### config.mk
export PLATFORM = sky130hd
export DESIGN_NAME = iorm_top
export DESIGN_NICKNAME = d
export VERILOG_FILES = /design/src/iorm_pkg.sv /design/src/iorm_cfg_if.sv /design/src/iorm_decode.sv /design/src/iorm_route.sv /design/src/iorm_top.sv
export SDC_FILE = /design/constraint.sdc
export NUM_CORES = 1
export LEC_CHECK = 0
export ABC_AREA = 1
export BUFFER_PORTS_ARGS = -buffer_cell sky130_fd_sc_hd__buf_2
export CAP_MARGIN = 30
export CORE_ASPECT_RATIO = 2
export CORE_MARGIN = 5
export CORE_UTILIZATION = 55
export DETAILED_ROUTE_END_ITERATION = 8
export GPL_ROUTABILITY_DRIVEN = 0
export PLACE_DENSITY = 0.78
export SETUP_SLACK_MARGIN = 0.1
export SYNTH_ARGS = -nofsm -noshare
export SYNTH_HDL_FRONTEND = slang
export SYNTH_SLANG_ARGS = --single-unit
export TNS_END_PERCENT = 10
### constraint.sdc
create_clock -name clk -period 3.2 [get_ports clk]
set_input_delay 0.16 -clock clk [delete_from_list [all_inputs] [get_ports clk]]
set_output_delay 0.16 -clock clk [all_outputs]
set_load 0.01 [all_outputs]
### src/iorm_pkg.sv
// Purpose: Shared constants and types of the I/O resource map block
// Assumes: Configuration index space is eight bits wide
// Notes:   All configuration registers reset to zero

// ************************************************************
// Package
// ************************************************************
package iorm_pkg;

  // Configuration register indexes
  localparam logic [7:0] IDX_RSVD_21   = 8'h21;
  localparam logic [7:0] IDX_SW_SEL    = 8'h22;
  localparam logic [7:0] IDX_PAR_BASE  = 8'h23;
  localparam logic [7:0] IDX_SER1_BASE = 8'h24;
  localparam logic [7:0] IDX_SER2_BASE = 8'h25;
  localparam logic [7:0] IDX_DMA_SEL   = 8'h26;
  localparam logic [7:0] IDX_IRQ_SEL   = 8'h27;
  localparam logic [7:0] IDX_SER_IRQ   = 8'h28;

  // Reset values
  localparam logic [7:0] RST_INDEX     = 8'h00;
  localparam logic [7:0] RST_SW_SEL    = 8'h00;
  localparam logic [7:0] RST_PAR_BASE  = 8'h00;
  localparam logic [7:0] RST_SER1_BASE = 8'h00;
  localparam logic [7:0] RST_SER2_BASE = 8'h00;
  localparam logic [7:0] RST_DMA_SEL   = 8'h00;
  localparam logic [7:0] RST_IRQ_SEL   = 8'h00;
  localparam logic [7:0] RST_SER_IRQ   = 8'h00;
  localparam logic [7:0] RD_ZERO       = 8'h00;

  // Writable bit masks
  localparam logic [7:0] SW_SEL_MASK   = 8'h3F;
  localparam logic [7:0] SER_BASE_MASK = 8'hFE;

  // Highest DMA code that names a channel
  localparam logic [3:0] DMA_CODE_MAX  = 4'h3;

  typedef enum logic [1:0] {
    PM_COMPAT,
    PM_BIDIR,
    PM_EPP,
    PM_ECP
  } iorm_pmode_t;

endpackage : iorm_pkg

### src/iorm_cfg_if.sv
// Purpose: Carries stored configuration to decode and routing logic
// Assumes: Single clock domain
// Notes:   Register file drives, consumers only read
`timescale 1ns/100ps

interface iorm_cfg_if;
  logic [7:0] par_base;
  logic [7:0] ser1_base;
  logic [7:0] ser2_base;
  logic [7:0] dma_sel;
  logic [7:0] irq_sel;
  logic [7:0] ser_irq_sel;

  modport src (
    output par_base,
    output ser1_base,
    output ser2_base,
    output dma_sel,
    output irq_sel,
    output ser_irq_sel
  );

  modport dst (
    input par_base,
    input ser1_base,
    input ser2_base,
    input dma_sel,
    input irq_sel,
    input ser_irq_sel
  );
endinterface : iorm_cfg_if

### src/iorm_decode.sv
// Purpose: Base address decode of parallel and serial ports
// Assumes: Address and chip select are synchronous to clk
// Notes:   Selects are registered, one cycle behind the address
`timescale 1ns/100ps

module iorm_decode (
  input  wire logic               clk,
  input  wire logic               srst,
  iorm_cfg_if.dst                 cfg,
  input  wire logic               cs_n,
  input  wire logic [10:2]        addr,
  input  wire iorm_pkg::iorm_pmode_t mode,
  output logic                    par_cs_q,
  output logic                    par_upper_q,
  output logic                    ser1_cs_q,
  output logic                    ser2_cs_q
);

  // ************************************************************
  // Match terms
  // ************************************************************
  wire par_on  = |cfg.par_base[7:6];                        // [RULE_07]
  wire par_m4  = addr[9:2] == cfg.par_base;                 // [RULE_05]
  wire par_m8  = addr[9:3] == cfg.par_base[7:1];            // [RULE_06]
  wire is_epp  = mode == iorm_pkg::PM_EPP;
  wire is_ecp  = mode == iorm_pkg::PM_ECP;
  wire par_mt  = is_epp ? par_m8 : par_m4;
  wire a10_ok  = is_ecp | ~addr[10];                        // [RULE_08] [RULE_09]
  wire par_hit = ~cs_n & par_on & par_mt & a10_ok;
  wire s1_on   = |cfg.ser1_base[7:6];
  wire s2_on   = |cfg.ser2_base[7:6];
  wire s1_hit  = ~cs_n & ~addr[10] & s1_on &
                 (addr[9:3] == cfg.ser1_base[7:1]);          // [RULE_11]
  wire s2_hit  = ~cs_n & ~addr[10] & s2_on &
                 (addr[9:3] == cfg.ser2_base[7:1]);          // [RULE_13]

  always_ff @(posedge clk) begin
    if (srst) begin
      par_cs_q    <= 1'b0;
      par_upper_q <= 1'b0;
      ser1_cs_q   <= 1'b0;
      ser2_cs_q   <= 1'b0;
    end else begin
      par_cs_q    <= par_hit;
      par_upper_q <= par_hit & is_ecp & addr[10];           // [RULE_09]
      ser1_cs_q   <= s1_hit;
      ser2_cs_q   <= s2_hit;
    end
  end
endmodule : iorm_decode

### src/iorm_route.sv
// Purpose: DMA request and interrupt line routing
// Assumes: Function requests are synchronous to clk
// Notes:   Enables are active low; high means the pin floats
`timescale 1ns/100ps

module iorm_route (
  input  wire logic        clk,
  input  wire logic        srst,
  iorm_cfg_if.dst          cfg,
  input  wire logic        floppy_drq,
  input  wire logic        par_drq,
  input  wire logic        floppy_irq,
  input  wire logic        par_irq,
  input  wire logic        ser1_irq,
  input  wire logic        ser2_irq,
  output logic [3:0]       dma_q,
  output logic [3:0]       dma_oe_n_q,
  output logic [15:1]      irq_q,
  output logic [15:1]      irq_oe_n_q
);

  // ************************************************************
  // DMA channels
  // ************************************************************
  // Codes above the last channel match no channel and leave it floating
  for (genvar ch = 0; ch < 4; ch++) begin : g_dma
    localparam logic [3:0] CODE = 4'(ch);
    wire f_sel = cfg.dma_sel[7:4] == CODE;                  // [RULE_15] [RULE_19]
    wire p_sel = cfg.dma_sel[3:0] == CODE;
    wire drv   = f_sel | p_sel;
    wire val   = (f_sel & floppy_drq) | (p_sel & par_drq);
    always_ff @(posedge clk) begin
      if (srst) begin
        dma_q[ch]      <= 1'b0;
        dma_oe_n_q[ch] <= 1'b1;
      end else begin
        dma_q[ch]      <= val;
        dma_oe_n_q[ch] <= ~drv;                             // [RULE_16]
      end
    end
  end

  // ************************************************************
  // Interrupt lines
  // ************************************************************
  // Sharing one line is unsupported; requests are simply ORed
  for (genvar ln = 1; ln < 16; ln++) begin : g_irq
    localparam logic [3:0] CODE = 4'(ln);
    wire f_sel = cfg.irq_sel[7:4] == CODE;                  // [RULE_17]
    wire p_sel = cfg.irq_sel[3:0] == CODE;
    wire s1    = cfg.ser_irq_sel[7:4] == CODE;              // [RULE_20]
    wire s2    = cfg.ser_irq_sel[3:0] == CODE;
    wire drv   = f_sel | p_sel | s1 | s2;
    wire val   = (f_sel & floppy_irq) | (p_sel & par_irq) |
                 (s1 & ser1_irq) | (s2 & ser2_irq);
    always_ff @(posedge clk) begin
      if (srst) begin
        irq_q[ln]      <= 1'b0;
        irq_oe_n_q[ln] <= 1'b1;
      end else begin
        irq_q[ln]      <= val;
        irq_oe_n_q[ln] <= ~drv;                             // [RULE_18]
      end
    end
  end
endmodule : iorm_route

### src/iorm_top.sv
// Purpose: Configuration registers mapping functions onto I/O resources
// Assumes: Host bus master logic runs on clk
// Notes:   Data port access needs configuration state and a loaded index
//
// How it works
// (RULE_01) Index 21 ignores writes and always reads as zero.
// (RULE_02) Index 22 holds software IRQ and DMA indicators, top bits reserved.
// (RULE_03) Software indicators never touch the real DMA or IRQ routing.
// (RULE_04) Access only in configuration state with the index loaded first.
// (RULE_05) Without EPP, parallel base decodes on 4-byte boundaries.
// (RULE_06) With EPP, parallel base decodes on 8-byte boundaries.
// (RULE_07) Parallel base holds address bits 9..2; top bits zero disable.
// (RULE_08) Parallel decode needs chip select low and A10 low.
// (RULE_09) In ECP mode A10 selects the upper register group.
// (RULE_10) Serial one base holds bits 9..3, bit 0 kept zero.
// (RULE_11) Serial one decode off when top bits zero, else cs and A10 low.
// (RULE_12) Serial two base behaves like serial one base.
// (RULE_13) Serial two decode off when top bits zero, else cs and A10 low.
// (RULE_14) All base and select registers reset to zero.
// (RULE_15) DMA select nibbles route floppy and parallel; codes 0..3 channels.
// (RULE_16) Unselected DMA request pins float.
// (RULE_17) IRQ select nibbles route floppy and parallel; 0 none, 1..15 lines.
// (RULE_18) Unselected interrupt pins float.
// (RULE_19) DMA codes 4 to 14 select no channel.
// (RULE_20) Serial ports route interrupts by a nibble each, same encoding.
`timescale 1ns/100ps

module iorm_top (
  input  wire logic        clk,
  input  wire logic        srst,
  input  wire logic        cfg_state,
  input  wire logic        io_wr,
  input  wire logic        io_rd,
  input  wire logic        io_index_sel,
  input  wire logic [7:0]  io_wdata,
  output logic      [7:0]  io_rdata,
  output logic             io_rd_valid,
  input  wire logic        chip_select_n,
  input  wire logic [10:2] host_addr,
  input  wire logic [1:0]  par_mode,
  input  wire logic        floppy_drq,
  input  wire logic        par_drq,
  input  wire logic        floppy_irq,
  input  wire logic        par_irq,
  input  wire logic        ser1_irq,
  input  wire logic        ser2_irq,
  output logic             par_cs,
  output logic             par_upper,
  output logic             ser1_cs,
  output logic             ser2_cs,
  output logic      [3:0]  dma_req,
  output logic      [3:0]  dma_req_oe_n,
  output logic      [15:1] irq_line,
  output logic      [15:1] irq_line_oe_n
);

  // ************************************************************
  // Storage
  // ************************************************************
  logic [7:0] index_q;
  logic [7:0] sw_sel_q;
  logic [7:0] par_base_q;
  logic [7:0] ser1_base_q;
  logic [7:0] ser2_base_q;
  logic [7:0] dma_sel_q;
  logic [7:0] irq_sel_q;
  logic [7:0] ser_irq_q;
  logic [7:0] rdata_q;
  logic [7:0] rdata_d;
  logic       rd_valid_q;
  logic [7:0] rd_mux;

  // ************************************************************
  // Access qualification
  // ************************************************************
  // Outside configuration state writes are dropped silently and reads return zero
  wire idx_wr  = io_wr & cfg_state & io_index_sel;          // [RULE_04]
  wire dat_acc = cfg_state & ~io_index_sel;                 // [RULE_04]
  wire dat_wr  = io_wr & dat_acc;

  wire wr_sw   = dat_wr & (index_q == iorm_pkg::IDX_SW_SEL);
  wire wr_par  = dat_wr & (index_q == iorm_pkg::IDX_PAR_BASE);
  wire wr_s1   = dat_wr & (index_q == iorm_pkg::IDX_SER1_BASE);
  wire wr_s2   = dat_wr & (index_q == iorm_pkg::IDX_SER2_BASE);
  wire wr_dma  = dat_wr & (index_q == iorm_pkg::IDX_DMA_SEL);
  wire wr_irq  = dat_wr & (index_q == iorm_pkg::IDX_IRQ_SEL);
  wire wr_sirq = dat_wr & (index_q == iorm_pkg::IDX_SER_IRQ);

  // Reserved bits are masked at the write so they can never read back
  wire [7:0] sw_wdata  = io_wdata & iorm_pkg::SW_SEL_MASK;  // [RULE_02]
  wire [7:0] ser_wdata = io_wdata & iorm_pkg::SER_BASE_MASK; // [RULE_10] [RULE_12]

  // ************************************************************
  // Index register
  // ************************************************************
  always_ff @(posedge clk) begin
    if (srst) begin
      index_q <= iorm_pkg::RST_INDEX;
    end else if (idx_wr) begin
      index_q <= io_wdata;
    end
  end

  // ************************************************************
  // Configuration registers
  // ************************************************************
  // Index 21 has no storage, so its writes fall away
  always_ff @(posedge clk) begin
    if (srst) begin
      sw_sel_q <= iorm_pkg::RST_SW_SEL;                     // [RULE_02]
    end else if (wr_sw) begin
      sw_sel_q <= sw_wdata;                                 // [RULE_03]
    end
  end

  always_ff @(posedge clk) begin
    if (srst) begin
      par_base_q <= iorm_pkg::RST_PAR_BASE;                 // [RULE_14]
    end else if (wr_par) begin
      par_base_q <= io_wdata;                               // [RULE_07]
    end
  end

  always_ff @(posedge clk) begin
    if (srst) begin
      ser1_base_q <= iorm_pkg::RST_SER1_BASE;               // [RULE_14]
    end else if (wr_s1) begin
      ser1_base_q <= ser_wdata;                             // [RULE_10]
    end
  end

  always_ff @(posedge clk) begin
    if (srst) begin
      ser2_base_q <= iorm_pkg::RST_SER2_BASE;               // [RULE_14]
    end else if (wr_s2) begin
      ser2_base_q <= ser_wdata;                             // [RULE_12]
    end
  end

  always_ff @(posedge clk) begin
    if (srst) begin
      dma_sel_q <= iorm_pkg::RST_DMA_SEL;                   // [RULE_14]
    end else if (wr_dma) begin
      dma_sel_q <= io_wdata;                                // [RULE_15]
    end
  end

  always_ff @(posedge clk) begin
    if (srst) begin
      irq_sel_q <= iorm_pkg::RST_IRQ_SEL;                   // [RULE_14]
    end else if (wr_irq) begin
      irq_sel_q <= io_wdata;                                // [RULE_17]
    end
  end

  always_ff @(posedge clk) begin
    if (srst) begin
      ser_irq_q <= iorm_pkg::RST_SER_IRQ;
    end else if (wr_sirq) begin
      ser_irq_q <= io_wdata;                                // [RULE_20]
    end
  end

  // ************************************************************
  // Read path
  // ************************************************************
  always_comb begin
    unique case (index_q)
      iorm_pkg::IDX_SW_SEL:    rd_mux = sw_sel_q;
      iorm_pkg::IDX_PAR_BASE:  rd_mux = par_base_q;
      iorm_pkg::IDX_SER1_BASE: rd_mux = ser1_base_q;
      iorm_pkg::IDX_SER2_BASE: rd_mux = ser2_base_q;
      iorm_pkg::IDX_DMA_SEL:   rd_mux = dma_sel_q;
      iorm_pkg::IDX_IRQ_SEL:   rd_mux = irq_sel_q;
      iorm_pkg::IDX_SER_IRQ:   rd_mux = ser_irq_q;
      default:                 rd_mux = iorm_pkg::RD_ZERO; // [RULE_01]
    endcase
  end

  // Refused reads still answer, with zero, so the master never hangs
  assign rdata_d = !cfg_state   ? iorm_pkg::RD_ZERO :       // [RULE_04]
                   io_index_sel ? index_q : rd_mux;

  always_ff @(posedge clk) begin
    if (srst) begin
      rdata_q    <= iorm_pkg::RD_ZERO;
      rd_valid_q <= 1'b0;
    end else begin
      rd_valid_q <= io_rd;
      if (io_rd) begin
        rdata_q <= rdata_d;
      end
    end
  end

  assign io_rdata    = rdata_q;
  assign io_rd_valid = rd_valid_q;

  // ************************************************************
  // Decode and routing
  // ************************************************************
  iorm_cfg_if cfg_if ();

  assign cfg_if.par_base    = par_base_q;
  assign cfg_if.ser1_base   = ser1_base_q;
  assign cfg_if.ser2_base   = ser2_base_q;
  assign cfg_if.dma_sel     = dma_sel_q;                    // [RULE_03]
  assign cfg_if.irq_sel     = irq_sel_q;
  assign cfg_if.ser_irq_sel = ser_irq_q;

  iorm_decode u_decode (
    .clk         (clk),
    .srst        (srst),
    .cfg         (cfg_if),
    .cs_n        (chip_select_n),
    .addr        (host_addr),
    .mode        (iorm_pkg::iorm_pmode_t'(par_mode)),
    .par_cs_q    (par_cs),
    .par_upper_q (par_upper),
    .ser1_cs_q   (ser1_cs),
    .ser2_cs_q   (ser2_cs)
  );

  iorm_route u_route (
    .clk        (clk),
    .srst       (srst),
    .cfg        (cfg_if),
    .floppy_drq (floppy_drq),
    .par_drq    (par_drq),
    .floppy_irq (floppy_irq),
    .par_irq    (par_irq),
    .ser1_irq   (ser1_irq),
    .ser2_irq   (ser2_irq),
    .dma_q      (dma_req),
    .dma_oe_n_q (dma_req_oe_n),
    .irq_q      (irq_line),
    .irq_oe_n_q (irq_line_oe_n)
  );

  wire [55:0] all_regs = {sw_sel_q, par_base_q, ser1_base_q,
                          ser2_base_q, dma_sel_q, irq_sel_q, ser_irq_q};
endmodule : iorm_top

After elaboration in Yosys (flattened, before gate mapping)
Index checks and enable logic that the tools add are counted.
- eq/ne operators: 79
- mux-type cells: 4
- bitwise gates (word level): 210
- reduce and logical (&&, ||, !) cells: 5
- operators by type and width (operator ; number):
    equality test 4 bit, second input constant ; 32
    bitwise OR 1 bit ; 99
    bitwise AND 1 bit ; 89
    equality test 4 x 3 -> 1 bit, second input constant ; 16
    equality test 8 x 6 -> 1 bit, second input constant ; 7
    one-hot mux 8 bit (7 select lines) ; 1
    equality test 4 x 2 -> 1 bit, second input constant ; 12
    equality test 4 x 1 -> 1 bit, second input constant ; 6
    inverter 1 bit ; 22
    equality test 7 bit ; 3
    two-way mux 8 bit ; 2
    equality test 8 bit ; 1
    logical NOT 4 bit ; 2
    OR reduction 2 bit ; 3
    equality test 2 bit, second input constant ; 2
    two-way mux 1 bit ; 1
- flip-flop bits (word level): 111
- input bits: 32
- output and inout port bits: 51
- word-level logic and storage cells: 350

Logic depth before layout (Yosys ltp)
- depth in word-level cells: 6
- depth in mapped cells: 12
- gate-level depth less buffers: 11

Hierarchy
A second synthesis with hierarchy kept.
- cell total of the unflattened synthesis: 917
- area, all modules: 6064.6 µm²
- by module, submodules not included (module ; times used ; cells each ; area an instance (µm²) ; seq. area each (µm²)):
    iorm_top ; 1 ; 467 ; 3390.8 ; 1381.3
    iorm_route ; 1 ; 349 ; 2159.6 ; 760.7
    iorm_decode ; 1 ; 101 ; 514.2 ; 80.1

Worst setup path before layout
Ideal clock, no wire load.
- path type: register to register
- from: register index_q[4]
- to: register dma_sel_q[6] (netlist: cfg_if.dma_sel[6])
- library setup time: 0.119 ns
- arrival time: 1.224 ns
- required time: 3.081 ns
- slack: 1.857 ns
- stages on the path, launching flop included: 9
- buffers on the path: 2
- period minus slack after synthesis: 1.343 ns
- path through: dfxtp_1 > inv_1 > nand2_1 > nor2_8 > buf_6 > nand3_2 > buf_2 > o21ai_0 > a21oi_1
- word-level cells in the longest chain between the ends: 2
- RTL lines (what ; RTL line ; source):
    start, declared ; iorm_top.sv:60 ; logic [7:0] index_q;
    start signal, assigned ; iorm_top.sv:98 ; index_q <= iorm_pkg::RST_INDEX;
    start signal, assigned ; iorm_top.sv:100 ; index_q <= io_wdata;
    equality test 8 x 6 -> 1 bit ; iorm_top.sv:85 ; wire wr_dma = dat_wr & (index_q == iorm_pkg::IDX_DMA_SEL);
    bitwise AND 1 bit ; iorm_top.sv:85 ;
    end signal, assigned ; iorm_top.sv:142 ; dma_sel_q <= iorm_pkg::RST_DMA_SEL;
    end signal, assigned ; iorm_top.sv:144 ; dma_sel_q <= io_wdata;
    end, declared ; iorm_top.sv:65 ; logic [7:0] dma_sel_q;
Every way passes these cells.
A chain may end at the register's enable or synchronous reset.

Worst setup path after layout
- from: register index_q[7]
- to: register ser2_base_q[3] (netlist: cfg_if.ser2_base[3])
- word-level cells in the longest chain between the ends: 2
- RTL lines (what ; RTL line ; source):
    equality test 8 x 6 -> 1 bit ; iorm_top.sv:84 ; wire wr_s2 = dat_wr & (index_q == iorm_pkg::IDX_SER2_BASE);
    bitwise AND 1 bit ; iorm_top.sv:84 ;
    end signal, assigned ; iorm_top.sv:134 ; ser2_base_q <= iorm_pkg::RST_SER2_BASE;
    end signal, assigned ; iorm_top.sv:136 ; ser2_base_q <= ser_wdata;
    end, declared ; iorm_top.sv:64 ; logic [7:0] ser2_base_q;
Every way passes these cells.

==> impl_metrics.ini <==
[yosys]
syn-mean-instance-area_sq_um = 6.823
syn_inst = 797
synth_area_sq_um = 5438
ys_seq_elements = 111
yosys-top-cells-area = dfxtp_1 41%, nand2_1 10%, a21oi_1 9.4%, inv_1 7.2%, nor2_1 6.6%
synth_most_common_cell = nand2_1
synthArstFlopShare_pct = 0
synth_edf_count = 0
ys_seq_area_share_pct = 40.87
synth_nets = 829
synth_top_area_cell = dfxtp_1
yosys-top-cells-count = 149 x nand2_1, 111 x dfxtp_1, 105 x inv_1
synth-main-ff-cell = dfxtp_1
yosysWarnings = 0
yosysUniqueCellTypes = 33
synth_top_area_share_pct = 40.87

[run_status]
status = completed

[setup_path]
crit_path_start = index_q[7]
arrival_ns = 2.31
worstSetupPathType = reg2reg
ff2ff_setup_slack_ns = 1.11
worstSetupStartpointType = flip-flop
r2r_start = index_q[7]
crit_path_end_kind = flip-flop
reg2reg_depth = 6
required_ns = 3.42
crit_fanout = 53
rr_endpoint = cfg_if.ser2_base[3]

[floorplan]
rows = 51
fp.dieW_um = 80.31
die-area_sq_um = 12100
die_h_um = 150.6
start_util_pct = 56.06
coreArea_sq_um = 9699
io_pins = 83

[clock_tree]
clock_latency_ns = 0.34
postCtsSetupRepairBufs = 0
numCtsBuffers = 9
cts_tree = done
cts.repair.resized = 0
cts_sinks = 111
clockRootBuffer = clkbuf_16
cts_max_level = 3
clk_pin_slew_ns = 0.07
cts_hold_buf = 0
cts.path.max_buffers = 2

[pwr]
power_leakage_uw = 0.002657
worst_ir_drop_vdd_uv = 353.7
cellPowerDensity_nw_per_um2 = 450.2
power.total_uw = 2796

[global_route]
grt_pass1_vias = 5477
grt_antenna_before_repair = 0
grtUsageTotal_pct = 27.96
grt_max_degree = 65
top_usage_layer = met2
met1_usage_pct = 27.06
grt-ovfl-total = 0
grt_pass1_wl_um = 26010
grtUsageMet3_pct = 4.192
met2_usage_pct = 51.95

[sta]
slew_headroom_pct = 55.83
post-route-period-util_pct = 65.26
finalHoldViolCount = 0
slew_violations = 0
worstMarginPinSlew_ns = 0.6626
whs_ns = 0.07114
clock_skew_ns = 0.006960
final.min_clock_period_ns = 2.088
finalSetupViolCount = 0
finalSetupTns_ns = 0
rsz0062_at_grt = false
max_freq_mhz = 478.8

[detailed_routing]
vias_per_cell = 5.565
drcViolationCount = 0
drt_iter0_markers = 371
wl_per_cell_um = 16.27
drtPass1Iterations = 5
postRouteAntennaNets = 0
routed_wl_um = 16250
vias = 5559

[final_layout]
n_antenna_cell = 0
fillCellCount = 912
seqCellArea_sq_um = 2222
nNetsFinal = 894
multi_input_area_sq_um = 2650
drive_gt1_share_pct = 13.73
syn_to_final_growth_pct = 14.22

[worst_hold_path]
min-delay-path-class = in2reg
hold_depth = 3
min_to = u_decode.par_upper_q
worstHoldStart = par_mode[1]

[placed_design]
placement.io_buffers = 82
dp.final_hpwl_um = 12260

[job]
drv_cap = 0
[registers in the layout, indices dropped and copies added (netlist names)]
name	flops
cfg_if.ser_irq_sel	8
cfg_if.ser1_base	7
cfg_if.irq_sel	8
u_route.dma_q	4
u_route.dma_oe_n_q	4
cfg_if.ser2_base	7
cfg_if.dma_sel	8
u_decode.ser1_cs_q	1
index_q	8
u_route.irq_oe_n_q	15
sw_sel_q	6
io_rd_valid	1
u_decode.ser2_cs_q	1
io_rdata	8
cfg_if.par_base	8
u_route.irq_q	15
u_decode.par_upper_q	1
u_decode.par_cs_q	1
[report_power, final]
part / leakage (uW) / switching (uW) / internal [uW]
registers: 0.000897 / 5.77 / 1390
clock network: 0.000163 / 498 / 732
logic: 0.00160 / 123 / 48.0
[cell usage in the layout, fill, tap and decap left out, types with 2 or more instances in the layout]
cell type and count:
nor2_2 3, xnor2_1 4, bufinv_16 2, inv_2 3, clkinv_4 2, inv_1 105
nor2_4 4, a21oi_1 102, nand3_2 5, nand3_1 60, xor2_1 4, a221oi_1 5
nor2_1 95, o22ai_1 18, o21ai_1 9, clkbuf_16 9, nand2_1 149, o21ai_0 56
dfxtp_1 111, buf_2 82, nand4_1 8, clkbuf_8 2, nand2_2 2, o31ai_1 15
[worst max-delay path by stage]
stage | cells after the start | slack [ns] | end
after floorplan | 8 | 1.86 | cfg_if.dma_sel[6]
after global placement | 6 | 1.31 | cfg_if.ser1_base[1]
after detailed placement | 6 | 1.20 | cfg_if.ser2_base[3]
after CTS | 6 | 1.17 | cfg_if.ser2_base[4]
after global routing | 6 | 0.90 | cfg_if.ser2_base[4]
final | 6 | 1.11 | cfg_if.ser2_base[3]
[layer usage]
layer  up-vias  part of all wire [%]
met5         -                     0
li1       2752                     -
met1      2443                    34
met4         0                   7.9
met2       267                    54
met3        97                   4.7
[worst max-delay path, stage by stage (launching register included)]
cell and delay, ns:
dfxtp_1 0.32, inv_1 0.07, nand2_1 0.12, nor2_8 0.51, nand3_1 0.51, o21ai_0 0.36, a21oi_1 0.07
[kinds of logic (layout without fill, tap and decap cells)]
family,Yosys count,in the layout,synth area share [%]
AND/OR/NAND/NOR,329,329,26.21
AO/OA/AOI/OAI,211,211,21.24
XOR/XNOR,8,8,1.288
buffers and inverters,138,208,10.40
flip-flops,111,111,40.87
[area by class of cell]
type	count	share of cell area, %
Clock buffer	12	4.130
Tap cell	132	2.659
Inverter	109	6.587
Timing Repair Buffer	83	6.930
Multi-Input combinational cell	548	42.67
Clock inverter	4	1.249
Sequential cell	111	35.78
[through the flow]
step / instances / utilization [%] / cell area (sq um) / setup slack (ns)
after floorplan: 797 / - / 5438 / 1.857
after global placement: 983 / 60.59 / 5877 / 1.306
after detailed placement: 983 / 60.59 / 5877 / 1.201
after CTS: 999 / 64.04 / 6211 / 1.166
after global routing: 999 / 64.04 / 6211 / 0.9049
final: 999 / 64.04 / 6211 / 1.112
(Power assumes the default switching activity.)
